### src/pkg/wdog_regs.svh
// Register offsets, field positions, reset values and timing counts of the watchdog block
`ifndef WDOG_REGS_SVH
`define WDOG_REGS_SVH
// ==================================================
// Register offsets on the CPU register port
`define WDOG_ADDR_STATUS 4'h0
`define WDOG_ADDR_DEBUG 4'h1
`define WDOG_ADDR_OPT1 4'h2
`define WDOG_ADDR_OPT2 4'h3
// ==================================================
// Service values written to the status address
`define WDOG_SVC_FIRST 8'h55
`define WDOG_SVC_SECOND 8'haa
// ==================================================
// Time-out select codes
`define WDOG_TSEL_OFF 2'h0
`define WDOG_TSEL_SHORT 2'h1
`define WDOG_TSEL_MID 2'h2
`define WDOG_TSEL_LONG 2'h3
// ==================================================
// Field positions and reset values
`define WDOG_OPT1_TSEL_MSB 7
`define WDOG_OPT1_TSEL_LSB 6
`define WDOG_OPT2_CLKS_BIT 7
`define WDOG_OPT2_WIN_BIT 6
`define WDOG_OPT_CLKS_RST 1'b0
`define WDOG_OPT_WIN_RST 1'b0
`define WDOG_SRS_ILLEGAL_BIT 3
`define WDOG_SRS_LV_BIT 1
`define WDOG_SRS_POR 8'h02
`define WDOG_DBG_FORCE_BIT 0
// ==================================================
// Timing: clock periods and overflow and window counts
`define WDOG_MCLK_PERIOD_NS 10
`define WDOG_LPO_PERIOD_NS 1000000
`define WDOG_LPO_TO_1 32
`define WDOG_LPO_TO_2 256
`define WDOG_LPO_TO_3 1024
`define WDOG_BUS_TO_1 8192
`define WDOG_BUS_TO_2 65536
`define WDOG_BUS_TO_3 262144
`define WDOG_BUS_WIN_1 6144
`define WDOG_BUS_WIN_2 49152
`define WDOG_BUS_WIN_3 196608
// Window opens with a quarter of the bus time-out left
`define WDOG_WIN_QUARTER_SHIFT 2
`endif

### src/pkg/wdog_pkg.sv
// Types shared by the watchdog modules
package wdog_pkg;
  // Service sequence tracker states
  typedef enum logic {SEQ_IDLE, SEQ_ARMED} seq_e;
  // Time-out select field
  typedef logic [1:0] tsel_t;
  // Watchdog count value
  typedef logic [17:0] wcount_t;
endpackage

### src/pkg/wdog_if.sv
// Signals between the watchdog control logic and its counter
`timescale 1ns/1ps
interface wdog_if;
  import wdog_pkg::*;
  logic tick;
  logic run;
  logic clear;
  wcount_t last;
  wcount_t count;
  logic expired;
  // Control side
  modport ctrl (output tick, output run, output clear, output last,
                input count, input expired);
  // Counter side
  modport cnt (input tick, input run, input clear, input last,
               output count, output expired);
endinterface

### src/verilog/wdog_counter.sv
// Watchdog overflow counter
`timescale 1ns/1ps
`include "wdog_regs.svh"
module wdog_counter
  import wdog_pkg::*;
(
  // Clock and reset
  input wire logic mclk,
  input wire logic sys_rst,
  // Control link
  wdog_if.cnt ifc
);
  wcount_t count_q;
  logic expired_q;
  wire at_last = (count_q == ifc.last);
  wire step = ifc.run && ifc.tick;

  // ==================================================
  // Count, wrap and overflow pulse
  always_ff @(posedge mclk) begin
    if (sys_rst || ifc.clear) begin
      count_q <= '0;
    end else if (step) begin
      count_q <= at_last ? '0 : count_q + 18'h1;
    end
  end

  always_ff @(posedge mclk) begin
    expired_q <= !sys_rst && !ifc.clear && step && at_last;
  end

  assign ifc.count = count_q;
  assign ifc.expired = expired_q;
endmodule // wdog_counter

### src/verilog/watchdog_and_reset_control.sv
// Watchdog, reset-cause status and debug-forced reset top module
`timescale 1ns/1ps
`include "wdog_regs.svh"
// ==================================================
// Notes on behaviour
// - Watchdog comes up enabled after every reset, no software step needed.
// - After reset: internal 1 kHz clock and longest time-out of 2^10 cycles.
// - Time-out select 00 disables the watchdog; it never expires then.
// - Writing 0x55 then 0xaa to status address restarts the time-out.
// - Status address writes only feed the service logic, never read contents.
// - Time-out expiry before a complete service raises a system reset.
// - Any other value written to the status address resets at once.
// - Clock select 0 counts the 1 kHz tick, 1 counts the bus clock.
// - 1 kHz overflow counts are 2^5, 2^8 and 2^10 ticks.
// - Bus overflow counts 2^13, 2^16, 2^18; windows open at 6144, 49152, 196608.
// - Bus clock with window set: service only in last quarter of period.
// - In windowed mode a service write before the window opens resets.
// - With the 1 kHz clock the window bit is ignored.
// - Status bit 3 reads 1 after an illegal address reset, else 0.
// - Status bit 1 reads 1 after power-on or enabled low-voltage reset.
// - Debug force register takes writes only from debug commands.
// - Debug force register always reads zero.
// - Debug write of 1 to the force bit resets the system.
module watchdog_and_reset_control
  import wdog_pkg::*;
#(
  parameter int LPO_DIV = `WDOG_LPO_PERIOD_NS / `WDOG_MCLK_PERIOD_NS,
  parameter int BUS_TO_1 = `WDOG_BUS_TO_1,
  parameter int BUS_TO_2 = `WDOG_BUS_TO_2,
  parameter int BUS_TO_3 = `WDOG_BUS_TO_3
) (
  // Clock and reset
  input wire logic mclk,
  input wire logic sys_rst,
  // CPU register access
  input wire logic [3:0] cpu_addr,
  input wire logic cpu_wr,
  input wire logic cpu_rd,
  input wire logic cpu_dbg,
  input wire logic [7:0] cpu_wdata,
  output logic [7:0] cpu_rdata,
  // Reset causes from system logic
  input wire logic por_event,
  input wire logic lv_event,
  input wire logic low_voltage_reset_enable,
  input wire logic illegal_address_event,
  // System reset request
  output logic reset_req
);
  localparam int LPO_W = (LPO_DIV > 1) ? $clog2(LPO_DIV) : 1;
  // Window opening counts follow the time-outs, last quarter left
  localparam int BUS_WIN_1 = BUS_TO_1 - (BUS_TO_1 >> `WDOG_WIN_QUARTER_SHIFT);
  localparam int BUS_WIN_2 = BUS_TO_2 - (BUS_TO_2 >> `WDOG_WIN_QUARTER_SHIFT);
  localparam int BUS_WIN_3 = BUS_TO_3 - (BUS_TO_3 >> `WDOG_WIN_QUARTER_SHIFT);

  // ==================================================
  // State
  tsel_t timeout_select_q;
  logic watchdog_clock_select_q;
  logic window_enable_q;
  logic [7:0] status_q;
  logic [7:0] rdata_q;
  logic reset_req_q;
  logic lpo_tick_q;
  logic [LPO_W-1:0] lpo_cnt_q;
  seq_e seq_q;
  seq_e seq_d;

  wdog_if ifc ();

  // ==================================================
  // Register decode
  wire status_wr = cpu_wr && (cpu_addr == `WDOG_ADDR_STATUS);
  wire debug_wr = cpu_wr && (cpu_addr == `WDOG_ADDR_DEBUG);
  wire opt1_wr = cpu_wr && (cpu_addr == `WDOG_ADDR_OPT1);
  wire opt2_wr = cpu_wr && (cpu_addr == `WDOG_ADDR_OPT2);
  wire tsel_t tsel_wdata = cpu_wdata[`WDOG_OPT1_TSEL_MSB:`WDOG_OPT1_TSEL_LSB];
  wire clks_wdata = cpu_wdata[`WDOG_OPT2_CLKS_BIT];
  wire win_wdata = cpu_wdata[`WDOG_OPT2_WIN_BIT];

  // Service value classification
  wire svc_first = status_wr && (cpu_wdata == `WDOG_SVC_FIRST);
  wire svc_second = status_wr && (cpu_wdata == `WDOG_SVC_SECOND);
  wire bad_value = status_wr && !svc_first && !svc_second;

  // ==================================================
  // Mode decode
  wire wd_on = (timeout_select_q != `WDOG_TSEL_OFF);
  wire win_eff = watchdog_clock_select_q && window_enable_q;

  // Overflow last count for the 1 kHz source
  wire wcount_t lpo_last =
    (timeout_select_q == `WDOG_TSEL_SHORT) ? 18'(`WDOG_LPO_TO_1 - 1) :
    (timeout_select_q == `WDOG_TSEL_MID) ? 18'(`WDOG_LPO_TO_2 - 1) :
    18'(`WDOG_LPO_TO_3 - 1);

  // Overflow last count for the bus clock
  wire wcount_t bus_last =
    (timeout_select_q == `WDOG_TSEL_SHORT) ? 18'(BUS_TO_1 - 1) :
    (timeout_select_q == `WDOG_TSEL_MID) ? 18'(BUS_TO_2 - 1) :
    18'(BUS_TO_3 - 1);

  // Count at which the service window opens
  wire wcount_t win_open =
    (timeout_select_q == `WDOG_TSEL_SHORT) ? 18'(BUS_WIN_1) :
    (timeout_select_q == `WDOG_TSEL_MID) ? 18'(BUS_WIN_2) :
    18'(BUS_WIN_3);

  // Early service write while windowed
  wire early = win_eff && wd_on && (svc_first || svc_second) &&
               (ifc.count < win_open);

  // Debug-only force reset
  wire dbg_force = debug_wr && cpu_dbg && cpu_wdata[`WDOG_DBG_FORCE_BIT];

  // ==================================================
  // Reset events
  wire lv_reset = lv_event && low_voltage_reset_enable;
  wire ext_reset = por_event || lv_reset || illegal_address_event;
  wire rst_evt = reset_req_q || ext_reset;
  wire fire = ifc.expired || bad_value || early || dbg_force;

  // Completed service and setting changes
  wire svc_done = svc_second && (seq_q == SEQ_ARMED) && !early;
  wire cfg_chg = (opt1_wr && (tsel_wdata != timeout_select_q)) ||
                 (opt2_wr && (clks_wdata != watchdog_clock_select_q));

  // ==================================================
  // Counter control
  assign ifc.run = wd_on;
  assign ifc.tick = watchdog_clock_select_q ? 1'b1 : lpo_tick_q;
  assign ifc.last = watchdog_clock_select_q ? bus_last : lpo_last;
  assign ifc.clear = rst_evt || svc_done || cfg_chg;

  wdog_counter u_counter (
    .mclk(mclk),
    .sys_rst(sys_rst),
    .ifc(ifc.cnt)
  );

  // ==================================================
  // Internal 1 kHz tick from the bus clock
  wire lpo_wrap = (lpo_cnt_q == LPO_W'(LPO_DIV - 1));

  always_ff @(posedge mclk) begin
    if (sys_rst) begin
      lpo_cnt_q <= '0;
    end else begin
      lpo_cnt_q <= lpo_wrap ? '0 : lpo_cnt_q + 1'b1;
    end
  end

  always_ff @(posedge mclk) begin
    lpo_tick_q <= !sys_rst && lpo_wrap;
  end

  // ==================================================
  // Watchdog options, defaults restored on every reset
  always_ff @(posedge mclk) begin
    if (sys_rst || rst_evt) begin
      timeout_select_q <= `WDOG_TSEL_LONG;
    end else if (opt1_wr) begin
      timeout_select_q <= tsel_wdata;
    end
  end

  always_ff @(posedge mclk) begin
    if (sys_rst || rst_evt) begin
      watchdog_clock_select_q <= `WDOG_OPT_CLKS_RST;
      window_enable_q <= `WDOG_OPT_WIN_RST;
    end else if (opt2_wr) begin
      watchdog_clock_select_q <= clks_wdata;
      window_enable_q <= win_wdata;
    end
  end

  // ==================================================
  // Service sequence tracker
  always_comb begin
    seq_d = seq_q;
    unique case (seq_q)
      SEQ_IDLE: begin
        if (svc_first && !early) begin
          seq_d = SEQ_ARMED;
        end
      end
      SEQ_ARMED: begin
        if (svc_second || early) begin
          seq_d = SEQ_IDLE;
        end
      end
    endcase
    if (rst_evt || cfg_chg) begin
      seq_d = SEQ_IDLE;
    end
  end

  always_ff @(posedge mclk) begin
    if (sys_rst) begin
      seq_q <= SEQ_IDLE;
    end else begin
      seq_q <= seq_d;
    end
  end

  // ==================================================
  // Reset request pulse
  always_ff @(posedge mclk) begin
    reset_req_q <= !sys_rst && fire;
  end

  assign reset_req = reset_req_q;

  // ==================================================
  // Reset cause status, loaded only by reset events
  wire [7:0] cause_d = (8'(illegal_address_event) << `WDOG_SRS_ILLEGAL_BIT) |
                       (8'(por_event || lv_reset) << `WDOG_SRS_LV_BIT);

  always_ff @(posedge mclk) begin
    if (sys_rst) begin
      status_q <= `WDOG_SRS_POR;
    end else if (rst_evt) begin
      status_q <= cause_d;
    end
  end

  // ==================================================
  // Read data selection
  wire [7:0] opt1_rd = 8'(timeout_select_q) << `WDOG_OPT1_TSEL_LSB;
  wire [7:0] opt2_rd = (8'(watchdog_clock_select_q) << `WDOG_OPT2_CLKS_BIT) |
                       (8'(window_enable_q) << `WDOG_OPT2_WIN_BIT);
  wire [7:0] rd_mux =
    (cpu_addr == `WDOG_ADDR_STATUS) ? status_q :
    (cpu_addr == `WDOG_ADDR_OPT1) ? opt1_rd :
    (cpu_addr == `WDOG_ADDR_OPT2) ? opt2_rd :
    8'h00;

  always_ff @(posedge mclk) begin
    if (sys_rst) begin
      rdata_q <= 8'h00;
    end else if (cpu_rd) begin
      rdata_q <= rd_mux;
    end
  end

  assign cpu_rdata = rdata_q;
endmodule // watchdog_and_reset_control

### config.mk
export PLATFORM = sky130hd
export DESIGN_NAME = watchdog_and_reset_control
export DESIGN_NICKNAME = d
export VERILOG_FILES = /design/src/pkg/wdog_pkg.sv /design/src/pkg/wdog_if.sv /design/src/verilog/wdog_counter.sv /design/src/verilog/watchdog_and_reset_control.sv
export VERILOG_INCLUDE_DIRS = /design/src /design/src/pkg
export SDC_FILE = /design/constraint.sdc
export NUM_CORES = 1
export LEC_CHECK = 0
export CAP_MARGIN = 20
export CORE_AREA = 4 4 99 101
export CTS_CLUSTER_SIZE = 40
export DETAILED_ROUTE_END_ITERATION = 8
export DIE_AREA = 0 0 103 105
export DONT_BUFFER_PORTS = 1
export GPL_TIMING_DRIVEN = 0
export HOLD_SLACK_MARGIN = 0.15
export SLEW_MARGIN = 25
export SYNTH_ARGS = -nofsm -noshare
export SYNTH_HDL_FRONTEND = slang
export SYNTH_SLANG_ARGS = --single-unit
export TNS_END_PERCENT = 1
### constraint.sdc
create_clock -name mclk -period 3.2 [get_ports mclk]
set_input_delay 0.48 -clock mclk [delete_from_list [all_inputs] [get_ports mclk]]
set_output_delay 0.48 -clock mclk [all_outputs]
set_load 0.01 [all_outputs]
=== Word-level counts from Yosys, hierarchy flattened ===
Index checks and enable logic that the tools add are counted.

* Add/sub/neg operators: 2
* Muxes and demuxes: 15
* Bitwise operators: 3
* Eq/ne operators: 11
* Reductions and logical operators: 49
* $lt $le $gt $ge: 1

{| class="wikitable"
|+ Operators with widths
! cell !! count
|-
| $mux 18 || 6
|-
| $logic_and 1x1->1 || 26
|-
| $mux 8 || 3
|-
| $mux 10 || 2
|-
| $add 18x1->18 const B || 1
|-
| $eq 18x18->1 || 1
|-
| $lt 18x18->1 || 1
|-
| $add 17x1->17 const B || 1
|-
| $eq 17x17->1 const B || 1
|-
| $logic_or 1x1->1 || 14
|-
| $eq 4x2->1 const B || 2
|-
| $eq 8x7->1 const B || 1
|-
| $eq 8x8->1 const B || 1
|-
| $or 8x7->8 || 1
|-
| $logic_not 1->1 || 5
|-
| $eq 4x1->1 const B || 1
|-
| $logic_not 4->1 || 1
|-
| $or 4x2->4 || 1
|-
| $reduce_or 2->1 || 2
|-
| $mux 1 || 3
|-
| $eq 2x1->1 const B || 1
|-
| $eq 2x2->1 const B || 1
|-
| $ne 2x2->1 || 1
|-
| $pmux 1 s2 || 1
|-
| other kinds (3) || 3
|}

* Flip-flop bits (word level): 59
* Output and inout bits: 9
* Word-level logic and storage cells: 92
* Bits of input ports: 21

=== Logic depth before layout (Yosys ltp) ===
Gate-level depths: netlist of the first run.

* Depth in word-level cells: 14
* Depth in mapped cells: 10
* Depth with buffers taken out: 9

=== Hierarchy ===
From an unflattened synthesis of the first run, not the netlist that was laid out.

* Cells, all modules: 315
* Area total of the unflattened synthesis: 2752.6 um^2

{| class="wikitable"
|+ By module, submodules not included
! module !! seq. area each (um^2) !! area an instance (um^2) !! cells an instance !! instances
|-
| watchdog_and_reset_control || 600.6 || 1712.9 || 198 || 1
|-
| wdog_counter || 380.4 || 1039.7 || 117 || 1
|}

=== Worst setup path before layout of the first run ===
No wires, ideal clock.

* Path kind: reg-to-reg
* From: register timeout_select_q[0]
* To: register u_counter.expired_q, in the netlist u_counter.ifc.expired
* Arrival time: 2.346 ns
* Buffers on the path: 0
* Path slack: 0.751 ns
* Cell stages (with the launch flop): 9
* Required time: 3.097 ns
* Library setup time: 0.103 ns
* Period minus slack after synthesis: 2.449 ns
* Cell sequence: dfxtp_1 -> inv_1 -> ha_1 -> ha_1 -> a21o_1 -> a2111oi_0 -> o21a_1 -> o31ai_4 -> a2111oi_2

* Longest elaborated chain between the ends: 13
* Elaborated cells on any way between the ends: 27
* Those cells by class: order compare: 1; eq/ne: 4; mux: 7; reduce/logical: 15

{| class="wikitable"
|+ RTL lines
! element !! RTL line !! RTL
|-
| start: declaration || watchdog_and_reset_control.sv:58 || <nowiki>tsel_t timeout_select_q;</nowiki>
|-
| start signal: assignment || watchdog_and_reset_control.sv:161 || <nowiki>timeout_select_q <= `WDOG_TSEL_LONG;</nowiki>
|-
| start signal: assignment || watchdog_and_reset_control.sv:163 || <nowiki>timeout_select_q <= tsel_wdata;</nowiki>
|-
| $eq 2x2->1 (no source line) || -- ||
|-
| $mux 18 || watchdog_and_reset_control.sv:106 || <nowiki>(timeout_select_q == `WDOG_TSEL_MID) ? 18'(BUS_WIN_2) :</nowiki>
|-
| $mux 18 || watchdog_and_reset_control.sv:105 || <nowiki>(timeout_select_q == `WDOG_TSEL_SHORT) ? 18'(BUS_WIN_1) :</nowiki>
|-
| $lt 18x18->1 || watchdog_and_reset_control.sv:111 || <nowiki>(ifc.count < win_open);</nowiki>
|-
| $logic_and 1x1->1 || watchdog_and_reset_control.sv:110 || <nowiki>wire early = win_eff && wd_on && (svc_first || svc_second) &&</nowiki>
|-
| $logic_not 1->1 || watchdog_and_reset_control.sv:124 || <nowiki>wire svc_done = svc_second && (seq_q == SEQ_ARMED) && !early;</nowiki>
|-
| $logic_and 1x1->1 || watchdog_and_reset_control.sv:124 ||
|-
| $logic_or 1x1->1 (2 in a row) || watchdog_and_reset_control.sv:133 || <nowiki>assign ifc.clear = rst_evt || svc_done || cfg_chg;</nowiki>
|-
| $logic_not 1->1 || wdog_counter.sv:29 || <nowiki>expired_q <= !sys_rst && !ifc.clear && step && at_last;</nowiki>
|-
| $logic_and 1x1->1 (2 in a row) || wdog_counter.sv:29 ||
|-
| $logic_and 1x1->1 * || wdog_counter.sv:29 ||
|-
| end signal: assignment || wdog_counter.sv:29 ||
|-
| end: declaration || wdog_counter.sv:14 || <nowiki>logic expired_q;</nowiki>
|}

Mark *: on every way between the ends. The rest lies on a longest branch, timed or not.
A chain may end at the register's enable or synchronous reset.

=== Worst setup path after layout of the first run ===
Same ends and word-level chain as after synthesis.

==> results.cfg, run 1 <==
[drt]
initialDrtViolationCount = 50
viasPerCell = 4.95
via_count = 2093
wire_per_inst_um = 12.4
wl_um = 5250
dr.pass1.iters = 5
drtAntennaViolNets = 0
drcViolationCount = 0

[logic_synthesis]
synth_cell_types = 52
synth_top_cell_by_area = dfxtp_1
synth_xor_xnor_area_share_pct = 11.3
synth-edff-count = 0
ys_seq_area_share_pct = 37.4
postSynthAreaPerCell_sq_um = 8.73
ys_async_sr_fraction_pct = 0
synth_compound_area_share_pct = 11.7
synth-simple-area-share_pct = 29.1
yosys_most_used_dff = dfxtp_1
synth_top_area_share_pct = 37.4
synthAdderAreaFrac_pct = 5.24
syn_inst = 301
yosys-top-cells-area = dfxtp_1, xnor2_1, ha_1, nor3_1, nor2_1
ys_warn_count = 0
synth_common_cells = dfxtp_1, nor2_1, nand2_1
synthesis.area_sq_mm = 0.00263
synth_top_family_by_area = simple AND/OR/NAND/NOR gates
synthMuxAreaShare_pct = 1.14
synth_seq_cells = 49
yosysMostFrequentCell = dfxtp_1

[sta]
fin_worst_skew_ns = 0.00658
finalHoldViolCount = 0
rsz0062_at_grt = false
setup_violations = 0
worstMarginPinSlew_ns = 0.641
post-route-min-period_ns = 2.86
slew_headroom_pct = 56.2
fin_crit_sh_pct = 89.5
max_freq_mhz = 349
setup_tns_ns = 0
slew_violations = 0

[grt]
grt_usage_pct = 10.2
grt_pass1_wl_um = 9150
grt_pass1_vias = 1997
antenna_found_initial = 0
grt_max_degree = 17
grt_overflow = 0

[place]
hpwl_um = 4040
io_buffers = 0
gp_congestion = 0.794

[flow_run]
maxCapViolations = 0

[floorplanning]
fp.dieW_um = 103
io_pins = 30
core_sq_mm = 0.00902
row_count = 35
initial_core_util_pct = 29.1
die_area_sq_mm = 0.0108
die_h_um = 105

[clocking]
clk_pin_slew_ns = 0.09
clockBufferDepth = 2
tritoncts = built
postCtsSetupRepairBufs = 0
numCtsBuffers = 5
clock_latency_ns = 0.30
root_buffer = clkbuf_8
cts-resized-gates = 0
hold_buffers = 0
cts.sinks = 49
htreeDepth = 2

[setup_path]
critPathArrivalTime_ns = 3.05
cp_num_cells = 8
path_cells = inv_1 > ha_1 > ha_1 > a21o_1 > a2111oi_0 > o21a_1 > o31ai_4 > a2111oi_2
path_class = reg -> reg
worstPathMaxFanout = 10
reg2reg_to = u_counter.ifc.expired
path_common_cell = ha_1
slowest_stage = a2111oi_0
reg2reg_from = timeout_select_q[0]
critPathRequiredTime_ns = 3.39
reg2reg_depth = 8
cp-start-kind = flip-flop
slowest_delay_ns = 0.60
rrSetupSlack_ns = 0.34
path_buf_inv = 1
path_delay_family = compound AO/OA/AOI/OAI gates
cp-end-kind = flip-flop

[layout]
syn_to_final_growth_pct = 10.1
layout.nets = 343
num_antenna_cells = 0
drive_gt1_share_pct = 8.01
utilization_pct = 32.1

[power_and_ir_drop]
pwr-share-seq_pct = 55.8
p_clk_share_pct = 39.9
vdd_drop_max_uv = 184
combPwrFrac_pct = 4.3
leakage_uw = 0.000983
swShare_pct = 21.7
p_int_uw = 870
p_sw_uw = 242
power_density_mw_per_mm2 = 384

[run_status]
status = finished, final reports clean

[min_path]
min_path_cells = 2
whs_endpoint = status_q[3]
hp-start = illegal_address_event
hold_class = in -> reg
[kinds of logic after synthesis]
group                      Yosys count
adders and majority gates           11
muxes                                3
AOI/OAI and AO/OA                   39
other                                1
buffers and inverters               19
xor gates and xnor gates            34
DFF                                 49
and+or+nand+nor                    145
[worst reg2reg max path, stage by stage (launching register included)]
cell	delay [ns]
dfxtp_1	0.41
inv_1	0.12
ha_1	0.37
ha_1	0.32
a21o_1	0.18
a2111oi_0	0.60
o21a_1	0.27
o31ai_4	0.15
a2111oi_2	0.33
[metrics by stage]
stage | cells | hold WS, ns | total power (uW) | area [sq um] | worst slack, ns
after global routing | 423 | 0.300 | 1170 | 2890 | 0.0993
after global placement | 415 | 0.423 | 682 | 2780 | 0.368
final | 423 | 0.294 | 1110 | 2890 | 0.337
after detailed placement | 415 | 0.438 | 683 | 2780 | 0.361
after CTS | 423 | 0.288 | 1130 | 2890 | 0.338
after floorplan | 304 | 0.413 | 674 | 2640 | 0.751
[power by group through the flow]
stage | clock network [uW] | logic [uW] | registers [uW]
floorplan | 0 | 40.3 | 634
finish | 444 | 47.5 | 620
CTS | 461 | 48.0 | 621
global route | 492 | 53.5 | 622
global placement | 0 | 47.4 | 634
detailed placement | 0 | 47.8 | 635
[flip-flops by register name (all words and copies together) (netlist names)]
name / count
u_counter.ifc.count: 18
lpo_cnt_q: 17
cpu_rdata: 4
status_q: 2
timeout_select_q: 2
lpo_tick_q: 1
reset_req: 1
seq_q: 1
u_counter.ifc.expired: 1
watchdog_clock_select_q: 1
window_enable_q: 1
[per-layer routing]
layer / GRT usage (%) / wire length (um) / vias to the layer above
met5: 0 / 0 / -
met4: 2.87 / 76 / 0
met3: 2.74 / 200 / 9
met2: 16.3 / 2410 / 32
met1: 13.3 / 2560 / 973
li1: - / - / 1079
[worst max-delay path by stage]
stage                                   start                     to  slack [ns]
after floorplan           timeout_select_q[0]  u_counter.ifc.expired        0.75
after global placement    timeout_select_q[0]  u_counter.ifc.expired        0.37
after detailed placement  timeout_select_q[0]  u_counter.ifc.expired        0.36
after CTS                 timeout_select_q[0]  u_counter.ifc.expired        0.34
after global routing      timeout_select_q[0]  u_counter.ifc.expired         0.1
final                     timeout_select_q[0]  u_counter.ifc.expired        0.34
[cell type report]
| cell class | count | area [sq um] |
|---|---|---|
| clock buffer | 5 | 68.8 |
| multi-input combinational | 236 | 1550 |
| sequential | 49 | 981 |
| inverter | 8 | 30.0 |
| fill | 956 | 6130 |
| tap | 111 | 139 |
| buffer | 11 | 75.1 |
| clock inverter | 3 | 46.3 |
[placed cells by master (no fill, tap or decap), drive strengths merged, types with 2 or more instances in the layout]
cell | synthesis | layout
nor4 | 5 | 5
nor2 | 33 | 33
xnor2 | 21 | 21
a21o | 3 | 3
inv | 8 | 8
o31ai | 2 | 2
clkbuf | 2 | 7
or4bb | 3 | 3
nand2b | 4 | 4
xor2 | 13 | 13
nand3 | 10 | 10
nand4 | 9 | 9
ha | 11 | 11
o21ai | 7 | 7
o211ai | 3 | 3
buf | 9 | 9
a2111oi | 3 | 3
mux2i | 3 | 3
nor3 | 25 | 25
dfxtp | 49 | 49
or4 | 2 | 2
a31oi | 3 | 3
nor2b | 2 | 2
o2111ai | 2 | 2
and2 | 3 | 3
nand2 | 26 | 26
and3 | 12 | 12
a21oi | 9 | 9
conb | 1 | 4
or3 | 3 | 3
No activity file was read; power rests on OpenSTA's default activity.
==> run 2, diff against run 1 <==
GPL_TIMING_DRIVEN = not set   (was 0)
==> results.cfg, run 2 (synthesis gave the netlist of run 1 again) <==
[run_status]
status = finished, final reports clean

[grt]
grt_max_degree = 20
grt_pass1_vias = 1971
antenna_found_initial = 0
grt_usage_pct = 10.3
grt_pass1_wl_um = 9120
grt_overflow = 0

[sta]
rsz0062_at_grt = false
post-route-min-period_ns = 2.78
worst_slack_ns = 0.415
setup_tns_ns = 0
worstMarginPinSlew_ns = 0.791
fin_worst_skew_ns = 0.0110
slew_violations = 0
finalHoldViolCount = 0
fin_crit_sh_pct = 87.0
slew_headroom_pct = 47.3
setup_violations = 0
whs_ns = 0.230
max_freq_mhz = 359

[setup_path]
path_class = reg -> reg
path_delay_family = compound AO/OA/AOI/OAI gates
path_common_cell = ha_1
reg2reg_depth = 8
cp_num_cells = 8
cp-start-kind = flip-flop
slowest_stage = a2111oi_0
cp-end-kind = flip-flop
critPathArrivalTime_ns = 3.00
path_buf_inv = 1
reg2reg_from = timeout_select_q[0]
critPathRequiredTime_ns = 3.41
path_cells = inv_1 > ha_1 > ha_1 > a21o_1 > a2111oi_0 > o21a_1 > o31ai_4 > a2111oi_2
rrSetupSlack_ns = 0.42
worstPathMaxFanout = 19
slowest_delay_ns = 0.56
reg2reg_to = u_counter.ifc.expired

[layout]
utilization_pct = 31.2
fillers = 965
final_common_cell = dfxtp_1
syn_to_final_growth_pct = 7.05
final_cell_mix = dfxtp_1, nor2_1, nand2_1
drive_gt1_share_pct = 5.94
layout.nets = 334
largest_register_ffs = 18
num_antenna_cells = 0

[drt]
drtAntennaViolNets = 0
viasPerCell = 4.96
dr.pass1.iters = 4
initialDrtViolationCount = 91
wl_um = 5290
wire_per_inst_um = 12.8
via_count = 2055
drcViolationCount = 0

[power_and_ir_drop]
vdd_drop_max_uv = 251
p_sw_uw = 251
p_int_uw = 790
p_clk_share_pct = 36.8
combPwrFrac_pct = 3.6
pwr-share-seq_pct = 59.6
swShare_pct = 24.1
power_density_mw_per_mm2 = 370
leakage_uw = 0.000932

[floorplanning]
die_h_um = 105
core_sq_mm = 0.00902
io_pins = 30
fp.dieW_um = 103
die_area_sq_mm = 0.0108
initial_core_util_pct = 29.1
row_count = 35

[clocking]
cts-resized-gates = 0
htreeDepth = 2
hold_buffers = 0
clock_latency_ns = 0.30
root_buffer = clkbuf_8
clk_pin_slew_ns = 0.10
postCtsSetupRepairBufs = 0
cts.sinks = 49
clockBufferDepth = 2
tritoncts = built
numCtsBuffers = 5

[flow_run]
maxCapViolations = 0

[min_path]
min_path_cells = 1
whs_endpoint = cpu_rdata[7]
hp-start = sys_rst
hold_class = in -> reg

[place]
gp_congestion = 0.791
hpwl_um = 3970
dp_slack_ns = 0.391
io_buffers = 0
run 2: worst max-delay path by stage:
stage                             start               endpoint  slack, ns
floorplan           timeout_select_q[0]  u_counter.ifc.expired       0.75
global placement    timeout_select_q[0]  u_counter.ifc.expired       0.54
detailed placement  timeout_select_q[0]  u_counter.ifc.expired       0.39
CTS                 timeout_select_q[0]  u_counter.ifc.expired       0.38
global route        timeout_select_q[0]  u_counter.ifc.expired       0.03
finish              timeout_select_q[0]  u_counter.ifc.expired       0.42
run 2: layout make-up:
cell class	instances	area, sq um	share of cell area, %
well taps	111	139	4.94
clock buffers	5	68.8	2.45
repair buffers	2	15.0	0.534
inverters	8	30.0	1.07
flip-flops and latches	49	981	34.9
multi-input cells	236	1550	55.2
clock inverters	3	26.3	0.935
run 2: power groups by stage:
stage               Clock (uW)  Sequential [uW]  Combinational [uW]
floorplan                    0              634                40.3
global placement             0              634                36.2
detailed placement           0              635                37.6
CTS                        399              621                37.6
global route               428              622                42.8
finish                     383              621                37.3
run 2: per-layer routing:
metal / up-vias / routed length, um / track usage (%)
li1: 1064 / - / -
met1: 950 / 2520 / 14.2
met2: 33 / 2430 / 15.2
met3: 8 / 254 / 3.14
met4: 0 / 94 / 3.52
met5: - / 0 / 0
run 2: worst reg2reg max path, stage by stage (launching register included):
cell and delay (ns):
dfxtp_1 0.41, inv_1 0.11, ha_1 0.37, ha_1 0.31
a21o_1 0.18, a2111oi_0 0.56, o21a_1 0.27, o31ai_4 0.19
a2111oi_2 0.30
run 2: through the flow:
stage               instance area (sq um)  total power [uW]  std cells
floorplan                            2640               674        304
global placement                     2720               671        406
detailed placement                   2720               672        406
CTS                                  2810              1060        414
global route                         2810              1090        414
finish                               2810              1040        414
